===== config.mk =====
export PLATFORM = sky130hd
export DESIGN_NAME = core_interrupt_pc_stack_ctrl
export DESIGN_NICKNAME = d
export VERILOG_FILES = /design/src/core_irq_pkg.sv /design/src/return_stack.sv /design/src/core_interrupt_pc_stack_ctrl.sv
export VERILOG_INCLUDE_DIRS = /design/src
export SDC_FILE = /design/constraint.sdc
export NUM_CORES = 1
export LEC_CHECK = 0
export ABC_CLOCK_PERIOD_IN_PS = 2280
export BUFFER_PORTS_ARGS = -buffer_cell sky130_fd_sc_hd__buf_4
export CORE_AREA = 2 2 137 139
export CTS_BUF_LIST = sky130_fd_sc_hd__clkbuf_4
export CTS_CLUSTER_SIZE = 16
export DETAILED_ROUTE_END_ITERATION = 10
export DIE_AREA = 0 0 139 141
export PLACE_DENSITY_LB_ADDON = 0.15
export SYNTH_ARGS = -nofsm -noshare
export SYNTH_HDL_FRONTEND = slang
export SYNTH_SLANG_ARGS = --single-unit

===== constraint.sdc =====
create_clock -name CLK_SYS_IN -period 2.28 [get_ports CLK_SYS_IN]
set_input_delay 0.456 -clock CLK_SYS_IN [delete_from_list [all_inputs] [get_ports CLK_SYS_IN]]
set_output_delay 0.456 -clock CLK_SYS_IN [all_outputs]
set_load 0.01 [all_outputs]

===== src/core_irq_defs.svh =====
`ifndef CORE_IRQ_DEFS_SVH
`define CORE_IRQ_DEFS_SVH
`define ADDR_INTERRUPT_CONTROL 8'h0b
`define ADDR_PERIPHERAL_IRQ_FLAGS 8'h0c
`define ADDR_PERIPHERAL_IRQ_ENABLES 8'h8c
`define ADDR_RESET_CAUSE_STATUS 8'h8e
`define ADDR_PROGRAM_COUNTER_LOW 8'h02
`define ADDR_COUNTER_UPPER_LATCH 8'h0a
`define BIT_GLOBAL_EN 7
`define BIT_BIT6_EN 6
`define BIT_TIMER_EN 5
`define BIT_EXT_EN 4
`define BIT_PORT_EN 3
`define BIT_TIMER_FLAG 2
`define BIT_EXT_FLAG 1
`define BIT_PORT_FLAG 0
`define BIT_CONV_FLAG 6
`define BIT_MIRROR 7
`define BIT_PARITY 2
`define BIT_POWERON 1
`define BIT_BROWNOUT 0
`define RST_INTERRUPT_CONTROL 8'h00
`define RST_PERIPHERAL_ENABLES 8'h00
`define RST_STACK_PTR 3'h0
`endif


===== src/core_irq_pkg.sv =====
package core_irq_pkg;
	typedef enum logic [3:0] {
		PC_HOLD = 4'h1,
		PC_STEP = 4'h2,
		PC_JUMP = 4'h4,
		PC_RET = 4'h8
	} pc_op_t;
	typedef enum logic [1:0] {
		ST_IDLE = 2'h1,
		ST_ACT = 2'h2
	} stack_state_t;
endpackage


===== src/return_stack.sv =====
`timescale 1ns/100ps
`include "core_irq_defs.svh"
module return_stack #(
	parameter int DEPTH = 8,
	parameter int WIDTH = 13
) (
	input wire logic clk_in,
	input wire logic rst_in,
	input wire logic push_in,
	input wire logic pop_in,
	input wire logic [WIDTH-1:0] push_data_in,
	output logic [WIDTH-1:0] top_out
);
	localparam int PW = $clog2(DEPTH);
	typedef struct packed {
		logic [PW-1:0] ptr;
		logic [DEPTH-1:0][WIDTH-1:0] mem;
	} stack_st_t;
	stack_st_t s_q, s_d;
	// pointer wraps by natural overflow, so nothing flags overflow
	always_comb begin
		s_d = s_q;
		if (push_in) begin
			s_d.mem[s_q.ptr] = push_data_in;
			s_d.ptr = s_q.ptr + PW'(1);
		end else if (pop_in) begin
			s_d.ptr = s_q.ptr - PW'(1);
		end
	end
	always_ff @(posedge clk_in) begin
		if (rst_in) begin
			s_q.ptr <= '0;
			s_q.mem <= '0;
		end else begin
			s_q <= s_d;
		end
	end
	assign top_out = s_q.mem[s_q.ptr - PW'(1)];
endmodule


===== src/core_interrupt_pc_stack_ctrl.sv =====
`timescale 1ns/100ps
`include "core_irq_defs.svh"
module core_interrupt_pc_stack_ctrl #(
	parameter bit GATED_VARIANT = 1'b1,
	parameter bit PARITY_VARIANT = 1'b1,
	parameter int STACK_DEPTH = 8
) (
	input wire logic CLK_SYS_IN,
	input wire logic RST_IN,
	input wire logic POWER_ON_RESET_IN,
	input wire logic BROWNOUT_RESET_IN,
	input wire logic PARITY_RESET_IN,
	input wire logic PARITY_CFG_IN,
	input wire logic [7:0] ADDR_IN,
	input wire logic [7:0] WDATA_IN,
	input wire logic WR_IN,
	input wire logic RD_IN,
	output logic [7:0] RDATA_OUT,
	input wire logic TIMER_OVF_IN,
	input wire logic EXT_EDGE_IN,
	input wire logic PORT_CHANGE_IN,
	input wire logic CONV_DONE_IN,
	input wire logic STEP_IN,
	input wire logic JUMP_IN,
	input wire logic CALL_IN,
	input wire logic IRQ_BRANCH_IN,
	input wire logic RETURN_IN,
	input wire logic [10:0] TARGET_IN,
	input wire logic [12:0] IRQ_VECTOR_IN,
	output logic [12:0] PC_OUT,
	output logic IRQ_REQ_OUT
);
	typedef struct packed {
		logic [7:0] interrupt_control;
		logic conv_flag;
		logic conv_en;
		logic parity_st;
		logic poweron_st;
		logic brownout_st;
		logic [4:0] latch;
		logic [12:0] pc;
		logic [7:0] rdata;
	} st_t;
	st_t q, d;
	logic [12:0] stack_top;
	logic push;
	logic pop;
	logic wr_ic;
	logic wr_pir;
	logic [12:0] ret_pc;
	core_irq_pkg::pc_op_t op;

	assign push = CALL_IN | IRQ_BRANCH_IN;
	assign pop = RETURN_IN & ~push;
	assign ret_pc = push ? (PC_OUT + 13'h1) : 13'h0;
	assign wr_ic = WR_IN && ADDR_IN == `ADDR_INTERRUPT_CONTROL;
	assign wr_pir = WR_IN && ADDR_IN == `ADDR_PERIPHERAL_IRQ_FLAGS;

	return_stack #(.DEPTH(STACK_DEPTH), .WIDTH(13)) u_stack (
		.clk_in(CLK_SYS_IN),
		.rst_in(RST_IN),
		.push_in(push),
		.pop_in(pop),
		.push_data_in(ret_pc),
		.top_out(stack_top)
	);

	always_comb begin
		if (pop) op = core_irq_pkg::PC_RET;
		else if (JUMP_IN || push) op = core_irq_pkg::PC_JUMP;
		else if (STEP_IN) op = core_irq_pkg::PC_STEP;
		else op = core_irq_pkg::PC_HOLD;
	end

	always_comb begin
		d = q;
		// register writes first, so a hardware event in the same cycle wins
		if (wr_ic) d.interrupt_control = WDATA_IN;
		if (wr_pir) d.conv_flag = WDATA_IN[`BIT_CONV_FLAG];
		if (WR_IN && ADDR_IN == `ADDR_PERIPHERAL_IRQ_ENABLES)
			d.conv_en = WDATA_IN[`BIT_BIT6_EN];
		if (WR_IN && ADDR_IN == `ADDR_RESET_CAUSE_STATUS) begin
			d.parity_st = WDATA_IN[`BIT_PARITY];
			d.poweron_st = WDATA_IN[`BIT_POWERON];
			d.brownout_st = WDATA_IN[`BIT_BROWNOUT];
		end
		if (WR_IN && ADDR_IN == `ADDR_COUNTER_UPPER_LATCH) d.latch = WDATA_IN[4:0];
		if (TIMER_OVF_IN) d.interrupt_control[`BIT_TIMER_FLAG] = 1'b1;
		if (EXT_EDGE_IN) d.interrupt_control[`BIT_EXT_FLAG] = 1'b1;
		if (PORT_CHANGE_IN) d.interrupt_control[`BIT_PORT_FLAG] = 1'b1;
		if (CONV_DONE_IN) d.conv_flag = 1'b1;
		unique case (op)
			core_irq_pkg::PC_RET: d.pc = stack_top;
			core_irq_pkg::PC_JUMP: begin
				if (IRQ_BRANCH_IN) d.pc = IRQ_VECTOR_IN;
				else d.pc = {q.latch[4:3], TARGET_IN};
			end
			core_irq_pkg::PC_STEP: d.pc = q.pc + 13'h1;
			core_irq_pkg::PC_HOLD: d.pc = q.pc;
		endcase
		if (WR_IN && ADDR_IN == `ADDR_PROGRAM_COUNTER_LOW)
			d.pc = {q.latch, WDATA_IN};
		d.rdata = 8'h00;
		if (RD_IN) begin
			unique case (ADDR_IN)
				`ADDR_INTERRUPT_CONTROL: d.rdata = q.interrupt_control;
				`ADDR_PERIPHERAL_IRQ_FLAGS: d.rdata = {1'b0, q.conv_flag, 6'h00};
				`ADDR_PERIPHERAL_IRQ_ENABLES: d.rdata = {1'b0, q.conv_en, 6'h00};
				`ADDR_RESET_CAUSE_STATUS: d.rdata = {PARITY_VARIANT & PARITY_CFG_IN,
					4'h0, PARITY_VARIANT ? q.parity_st : 1'b0, q.poweron_st, q.brownout_st};
				`ADDR_PROGRAM_COUNTER_LOW: d.rdata = q.pc[7:0];
				`ADDR_COUNTER_UPPER_LATCH: d.rdata = {3'h0, q.latch};
				default: d.rdata = 8'h00;
			endcase
		end
	end

	always_ff @(posedge CLK_SYS_IN) begin
		if (RST_IN) begin
			q.interrupt_control <= `RST_INTERRUPT_CONTROL;
			q.conv_flag <= 1'b0;
			q.conv_en <= 1'b0;
			q.latch <= 5'h00;
			q.pc <= 13'h0000;
			q.rdata <= 8'h00;
			// cause bits keep value unless their own reset kind is flagged; power-on also sets parity_st when no parity reset is flagged
			if (POWER_ON_RESET_IN) q.poweron_st <= 1'b0;
			if (BROWNOUT_RESET_IN) q.brownout_st <= 1'b0;
			if (PARITY_RESET_IN) q.parity_st <= 1'b0;
			else if (POWER_ON_RESET_IN) q.parity_st <= 1'b1;
		end else begin
			q <= d;
		end
	end

	logic periph_pending;
	logic core_pending;
	always_comb begin
		core_pending = (q.interrupt_control[`BIT_TIMER_EN] & q.interrupt_control[`BIT_TIMER_FLAG])
			| (q.interrupt_control[`BIT_EXT_EN] & q.interrupt_control[`BIT_EXT_FLAG])
			| (q.interrupt_control[`BIT_PORT_EN] & q.interrupt_control[`BIT_PORT_FLAG]);
		if (GATED_VARIANT)
			periph_pending = q.interrupt_control[`BIT_BIT6_EN] & q.conv_en & q.conv_flag;
		else
			periph_pending = q.interrupt_control[`BIT_BIT6_EN] & q.conv_flag;
	end
	assign IRQ_REQ_OUT = q.interrupt_control[`BIT_GLOBAL_EN] & (core_pending | periph_pending);
	assign PC_OUT = q.pc;
	assign RDATA_OUT = q.rdata;

	AST_TIMER_FLAG_SET: assert property (@(posedge CLK_SYS_IN) disable iff (RST_IN)
		TIMER_OVF_IN |=> q.interrupt_control[`BIT_TIMER_FLAG]) else $error("timer flag not set");
	AST_EXT_FLAG_SET: assert property (@(posedge CLK_SYS_IN) disable iff (RST_IN)
		EXT_EDGE_IN |=> q.interrupt_control[`BIT_EXT_FLAG]) else $error("ext flag not set");
	AST_PORT_FLAG_SET: assert property (@(posedge CLK_SYS_IN) disable iff (RST_IN)
		PORT_CHANGE_IN |=> q.interrupt_control[`BIT_PORT_FLAG]) else $error("port flag not set");
	AST_GLOBAL_BLOCK: assert property (@(posedge CLK_SYS_IN) disable iff (RST_IN)
		!q.interrupt_control[`BIT_GLOBAL_EN] |-> !IRQ_REQ_OUT) else $error("irq with global off");
	AST_PCL_WRITE: assert property (@(posedge CLK_SYS_IN) disable iff (RST_IN)
		(WR_IN && ADDR_IN == `ADDR_PROGRAM_COUNTER_LOW) |=>
		PC_OUT == {$past(q.latch), $past(WDATA_IN)}) else $error("low write load");
	AST_JUMP_PAGE: assert property (@(posedge CLK_SYS_IN) disable iff (RST_IN)
		(JUMP_IN && !push && !RETURN_IN && !WR_IN) |=>
		PC_OUT[12:11] == $past(q.latch[4:3])) else $error("jump page bits");
	AST_CALL_RETURN: assert property (@(posedge CLK_SYS_IN) disable iff (RST_IN)
		(CALL_IN && !IRQ_BRANCH_IN && !WR_IN) ##1 (RETURN_IN && !push && !WR_IN) |=>
		PC_OUT == $past(PC_OUT, 2) + 13'h1) else $error("return address");
	AST_PER_ENABLE_ZERO: assert property (@(posedge CLK_SYS_IN) disable iff (RST_IN)
		$past(RD_IN && ADDR_IN == `ADDR_PERIPHERAL_IRQ_ENABLES) |->
		(RDATA_OUT & 8'hbf) == 8'h00) else $error("unused bits nonzero");
	AST_LATCH_KEPT: assert property (@(posedge CLK_SYS_IN) disable iff (RST_IN)
		(push || pop) && !WR_IN |=> q.latch == $past(q.latch)) else $error("latch changed");
endmodule


Yosys cells after proc, flatten, opt, wreduce, memory -nomap -nowiden --
Index checks and enable logic that the tools add are counted.
Cells by class: reductions and logical operators 18, muxes and demuxes 29, magnitude comparators 3, add/subtract/negate cells 3, shift-type cells 0, multipliers 0, bitwise logic cells 13, divide/modulo/power cells 0, equal/unequal tests 14
Operators with widths (count):
- bitwise mux 104 bit | 1
- two-way mux 13 bit | 5
- case mux 8 bit (6 select lines) | 1
- binary-select mux 13 bit (select 3 bit) | 1
- demux 13 bit (select 3 bit) | 1
- case mux 13 bit (3 select lines) | 1
- two-way mux 29 bit | 1
- == test 8 x 4 -> 1 bit, second input constant | 3
- == test 8 bit, second input constant | 2
- two-way mux 3 bit | 5
- adder 13 x 1 -> 13 bit, second input constant | 1
- nonzero test 2 bit | 6
- two-way mux 1 bit | 9
- == test 8 x 2 -> 1 bit, second input constant | 1
- < comparator 3 x 4 -> 1 bit, second input constant | 2
- two-way mux 8 bit | 1
- AND 1 bit | 7
- logical AND 1 bit | 7
- AND reduction 2 bit | 3
- two-way mux 5 bit | 1
- == test 4 x 1 -> 1 bit, second input constant | 1
- == test 4 x 2 -> 1 bit, second input constant | 1
- == test 4 x 3 -> 1 bit, second input constant | 1
- == test 4 bit, second input constant | 1
- other kinds (12) | 17
Storage, ports and cells: input bits 57, bits in registers 146, logic and storage cells 101, bits in writable memories 0, ROM bits 0, latch bits 0, output and inout bits 22, memories kept 0

Depth between registers and ports, before layout --
depth in word-level cells 8, gate-level depth with buffers 11, depth with buffers taken out 7

Cells and area by module --
From an unflattened synthesis, not the netlist that was laid out.
Second synthesis, totals: cells, all modules 951, area total of the unflattened synthesis 7656.1 um^2
Modules (own cells, without submodules):
- return_stack | times used 1, area an instance 4931.0 um^2, seq. area each 2142.1 um^2, cells each 632
- core_interrupt_pc_stack_ctrl | times used 1, area an instance 2725.1 um^2, seq. area each 810.8 um^2, cells each 319

Worst setup path before layout --
No wires, ideal clock.
path kind register to register, from register u_stack.s_q[104] (netlist name), to register q, in the netlist PC_OUT[12], buffers on the path 4, arrival time 2225 ps, data required time 2134 ps, path slack -91 ps, clock period less this slack 2371 ps, cell stages (with the launch flop) 12, cell sequence dfxtp_1 -> buf_4 -> buf_6 -> inv_2 -> ha_1 -> buf_2 -> buf_2 -> mux4_2 -> nand2_1 -> a21oi_1 -> a2111oi_0 -> a221oi_2
Between the ends: longest elaborated chain between the ends 5
RTL lines:
- start, declared | RTL line return_stack.sv:19 | stack_st_t s_q, s_d;
- subtractor 3 x 1 -> 3 bit | RTL line return_stack.sv:38 | assign top_out = s_q.mem[s_q.ptr - PW'(1)];
- binary-select mux 13 bit (select 3 bit) | RTL line return_stack.sv:38
- two-way mux 13 bit (not written as such) | RTL line return_stack.sv:38
- case mux 13 bit (3 select lines) | RTL line core_interrupt_pc_stack_ctrl.sv:92 | unique case (op)
- two-way mux 13 bit | RTL line core_interrupt_pc_stack_ctrl.sv:101 | if (WR_IN && ADDR_IN == `ADDR_PROGRAM_COUNTER_LOW)
- end, declared | RTL line core_interrupt_pc_stack_ctrl.sv:44 | st_t q, d;
No other way between the ends. The select of a mux whose other input is x is not followed. A chain may end at the register's enable or synchronous reset.

Final worst setup path --
from register u_stack.s_q[105] (netlist name), to register q, in the netlist PC_OUT[11]
The elaborated chain is that of the path after synthesis.

==> summary.txt <==
STA
  – F_max: 450 MHz
  – PnR worst setup slack: 0.0599 ns
  – Headroom to the max-slew limit: 0.474
  – Total negative slack for setup checks: 0 ns
  – Slew at the pin closest to its max-slew limit: 0.783 ns
  – Final hold slack: 0.116 ns
  – Period Utilization, post-route: 0.974
  – Post-layout min period: 2.22 ns
  – Pins Over Slew Limit: 0
  – Hold Vio Cnt, Final: 0
  – Worst Skew: 0.0276 ns
  – Number of failing setup endpoints in the final timing report: 0

Worst setup path
  – Slowest CP cell: sky130_fd_sc_hd__mux4_2
  – CP required: 2.73 ns
  – Max incr delay on CP: 0.53 ns
  – Buf+Inv Stages, Crit Path: 1
  – Worst-case reg-to-reg path depth: 7
  – Critical Path Start Type: flop
  – Top cell family by delay on the critical path: compound AO/OA/AOI/OAI gates
  – Cell Chain, Critical Path: inv_1 -> ha_4 -> mux4_2 -> nand2_1 -> a21oi_1 -> a2111oi_1 -> a221oi_1
  – Max FO, Critical Path: 12
  – Endpoint of the worst-slack reg-to-reg timing path: PC_OUT[11]$_SDFFE_PP0P_
  – Minimum setup slack among reg-to-reg paths: 0.06 ns
  – R2R Path Start: u_stack.s_q[105]$_SDFFE_PP0P_
  – Kind of capture point of the worst setup path: flop
  – Critical path class: flop to flop
  – Worst endpoint data arrival time: 2.67 ns

Detailed routing
  – Pre-antenna DRT Iters: 5
  – Vias per cell: 5.64
  – Remaining antenna violation count: 0
  – Total wire length: 21.6 mm
  – Overall via count from detail_route: 6,211
  – DRC marker count from the first detailed-route iteration: 427
  – Residual DRC: 0
  – Mean routed wirelength per cell: 19.6 um

Layout
  – Area growth from synthesis to final layout: 17.3%
  – Proportion of layout cells with a drive suffix above 1: 0.232
  – Nets: 913
  – Final Instance Area: 8330 um2
  – Number of inserted filler cells in the final layout: 1,815

Yosys
  – Average cell area after synthesis: 9.07 um2
  – Netlist cell types: 60
  – Most repeated cell in the gate-level netlist after synthesis: sky130_fd_sc_hd__dfxtp_1
  – Top cells by count, synth: sky130_fd_sc_hd__dfxtp_1, sky130_fd_sc_hd__nor2_1, sky130_fd_sc_hd__a211oi_1
  – Syn Nets: 843
  – Post-synth top flop: sky130_fd_sc_hd__dfxtp_1
  – Cell types occupying the most area after synthesis: sky130_fd_sc_hd__dfxtp_1, sky130_fd_sc_hd__a211oi_1, sky130_fd_sc_hd__mux2i_1, sky130_fd_sc_hd__nor2_1, sky130_fd_sc_hd__mux4_2
  – Summed instance area of the synthesized netlist: 7110 um2
  – Library cell with the largest summed area after synthesis: sky130_fd_sc_hd__dfxtp_1
  – Number of cells produced by synthesis: 783
  – Async set-reset flop share out of synthesis: 0
  – Yosys synthesis warning count: 0
  – Area fraction of the dominant cell type after synthesis: 0.403
  – Count of flip-flops with a built-in enable after synthesis: 3
  – Sequential area share after synthesis: 0.416
  – Register bit count reported by yosys: 146

Place
  – Final weighted congestion of routability-driven global placement: 0.909
  – Placed inst area: 8010 um2
  – DP HPWL: 15.7 mm
  – Port-buffer cells: 78
  – Post-Place Setup Slack: -0.0781 ns

Power and ir drop
  – Leakage component of the power: 3.09 nW
  – Maximum vdd ir drop: 0.289 mV
  – PD cells: 707 nW/um2
  – Final Power: 5.89 mW

Clocking
  – CTS H-tree depth: 4
  – Number of buffers created by CTS: 17
  – Clock tree from TritonCTS: yes
  – Number of sinks driven by the clock tree: 146
  – Clock insertion delay at the later pin of the skew report: 0.58 ns
  – Count of hold buffers inserted by post-cts repair: 0
  – CTS Root Buffer Type: sky130_fd_sc_hd__clkbuf_4
  – Max Buffers Root-to-Sink: 2
  – Clock transition at the register clock pins on the worst setup and hold paths after CTS: 0.14 ns

Run
  – # Max-Cap Violations: 0

Hold path
  – Hold Path Depth: 3
  – Endpoint with the worst hold slack: RDATA_OUT[7]$_SDFF_PP0_
  – Hold/Removal Path Class: input pin to flop
  – Start point of the worst hold path: PARITY_CFG_IN

GRT
  – Global-route wire length before repair: 33.5 mm
  – Number of global-route vias before repair: 5,931
  – Overall overflow remaining after global route: 0
  – Total Routing Usage GR: 0.220
  – Pin count of the biggest net entering global routing: 46
  – Antenna violations before repair: 1

Floorplan
  – Starting density of the core: 0.389
  – Top Ports: 79
  – Count of standard-cell rows: 50
  – Core area: 18,300 um2
  – Total die area: 19,600 um2
  – Die boundary height: 141 um
  – Die Span X: 139 um

Run status
  – Outcome: finished, final reports clean
## stage by stage
stage                     std cells  utilization
after floorplan                 783            -
final                          1101        0.456
after CTS                      1100        0.456
after detailed placement       1068        0.438
after global routing           1101        0.456
after global placement         1068        0.438
## sequential cells by signal (all words and copies together), names as in the netlist
name	count
u_stack.s_q	107
RDATA_OUT	8
PC_OUT	13
q	18
## timing repair
item,4_1_cts,5_1_grt
buffers inserted,0,0
gates resized for setup,1,1
endpoints found under the setup margin,2,1
## cell type report
type	instances	area, um2	area share
multi-input combinational	549	3710	0.445
sequential	146	2950	0.354
timing repair buffer	132	1040	0.125
tap	234	293	0.0351
clock inverter	14	176	0.0212
clock buffer	18	135	0.0162
inverter	7	26.3	0.00315
antenna	1	2.50	0.000300
## cells in the final DEF, fill, tap and decap left out, types with 3 or more instances in the layout
cell,synthesis,layout
sky130_fd_sc_hd__nor2b_1,5,5
sky130_fd_sc_hd__buf_12,0,4
sky130_fd_sc_hd__nor3_2,5,5
sky130_fd_sc_hd__a2111oi_0,5,3
sky130_fd_sc_hd__clkinv_4,0,3
sky130_fd_sc_hd__mux4_2,12,12
sky130_fd_sc_hd__mux2i_1,55,55
sky130_fd_sc_hd__a31oi_1,4,4
sky130_fd_sc_hd__nand3_1,15,15
sky130_fd_sc_hd__xnor2_1,10,10
sky130_fd_sc_hd__nand2b_1,5,5
sky130_fd_sc_hd__o21ai_0,20,20
sky130_fd_sc_hd__dfxtp_1,143,143
sky130_fd_sc_hd__inv_1,6,6
sky130_fd_sc_hd__o211a_1,5,5
sky130_fd_sc_hd__or3_1,3,3
sky130_fd_sc_hd__clkinvlp_4,0,3
sky130_fd_sc_hd__edfxtp_1,3,3
sky130_fd_sc_hd__bufinv_16,0,3
sky130_fd_sc_hd__a21o_1,3,3
sky130_fd_sc_hd__a221oi_1,14,14
sky130_fd_sc_hd__nor2_2,4,4
sky130_fd_sc_hd__and3_1,3,3
sky130_fd_sc_hd__a21oi_1,27,27
sky130_fd_sc_hd__a22o_1,4,4
sky130_fd_sc_hd__inv_6,0,3
sky130_fd_sc_hd__clkbuf_4,0,18
sky130_fd_sc_hd__and2_1,4,4
sky130_fd_sc_hd__a22oi_1,8,8
sky130_fd_sc_hd__nor3_1,7,7
sky130_fd_sc_hd__nand4_1,10,10
sky130_fd_sc_hd__nor2_1,136,136
sky130_fd_sc_hd__a211oi_1,94,94
sky130_fd_sc_hd__buf_4,28,128
sky130_fd_sc_hd__nand2_1,52,52
sky130_fd_sc_hd__xor2_1,5,5
## worst register-to-register path, cell delays in order (launching register included)
cell	delay [ns]
sky130_fd_sc_hd__dfxtp_1	0.36
sky130_fd_sc_hd__inv_1	0.10
sky130_fd_sc_hd__ha_4	0.41
sky130_fd_sc_hd__mux4_2	0.54
sky130_fd_sc_hd__nand2_1	0.08
sky130_fd_sc_hd__a21oi_1	0.08
sky130_fd_sc_hd__a2111oi_1	0.39
sky130_fd_sc_hd__a221oi_1	0.16
## cell families (layout without fill, tap and decap cells)
family	after synthesis	count (layout)	share of synthesized area
adder cells (fa/ha/maj)	3	3	0.00528
buffers and inverters	88	171	0.0662
AO/OA/AOI/OAI	192	192	0.194
flip-flops	146	146	0.416
other	0	1	0
AND/OR/NAND/NOR	271	271	0.183
multiplexers	68	68	0.117
XOR/XNOR	15	15	0.0185
## power by group
group | internal (mW) | leakage [nW] | switching (mW)
Combinational | 0.550 | 1.74 | 0.716
Sequential | 2.71 | 1.19 | 0.111
Clock | 0.784 | 0.160 | 1.02
Total | 4.05 | 3.09 | 1.84
## how the worst max path moves through the flow
stage / startpoint / endpoint / slack [ns] / cells after the start
finish: u_stack.s_q[105]$_SDFFE_PP0P_ / PC_OUT[11]$_SDFFE_PP0P_ / 0.06 / 7
CTS: u_stack.s_q[105]$_SDFFE_PP0P_ / PC_OUT[11]$_SDFFE_PP0P_ / 0.07 / 7
global route: u_stack.s_q[105]$_SDFFE_PP0P_ / PC_OUT[11]$_SDFFE_PP0P_ / -0.05 / 7
global placement: u_stack.s_q[105]$_SDFFE_PP0P_ / PC_OUT[10]$_SDFFE_PP0P_ / 0.09 / 7
floorplan: u_stack.s_q[104]$_SDFFE_PP0P_ / PC_OUT[9]$_SDFFE_PP0P_ / 0.04 / 10
detailed placement: u_stack.s_q[105]$_SDFFE_PP0P_ / PC_OUT[11]$_SDFFE_PP0P_ / -0.08 / 7
## metal layers
metal | vias up | track usage | part of all wire
li1 | 2975 | - | -
met1 | 3008 | 0.296 | 0.47
met2 | 190 | 0.350 | 0.46
met3 | 38 | 0.0476 | 0.048
met4 | 0 | 0.0776 | 0.026
met5 | - | 0 | 0
No activity file was read; power rests on OpenSTA's default activity.
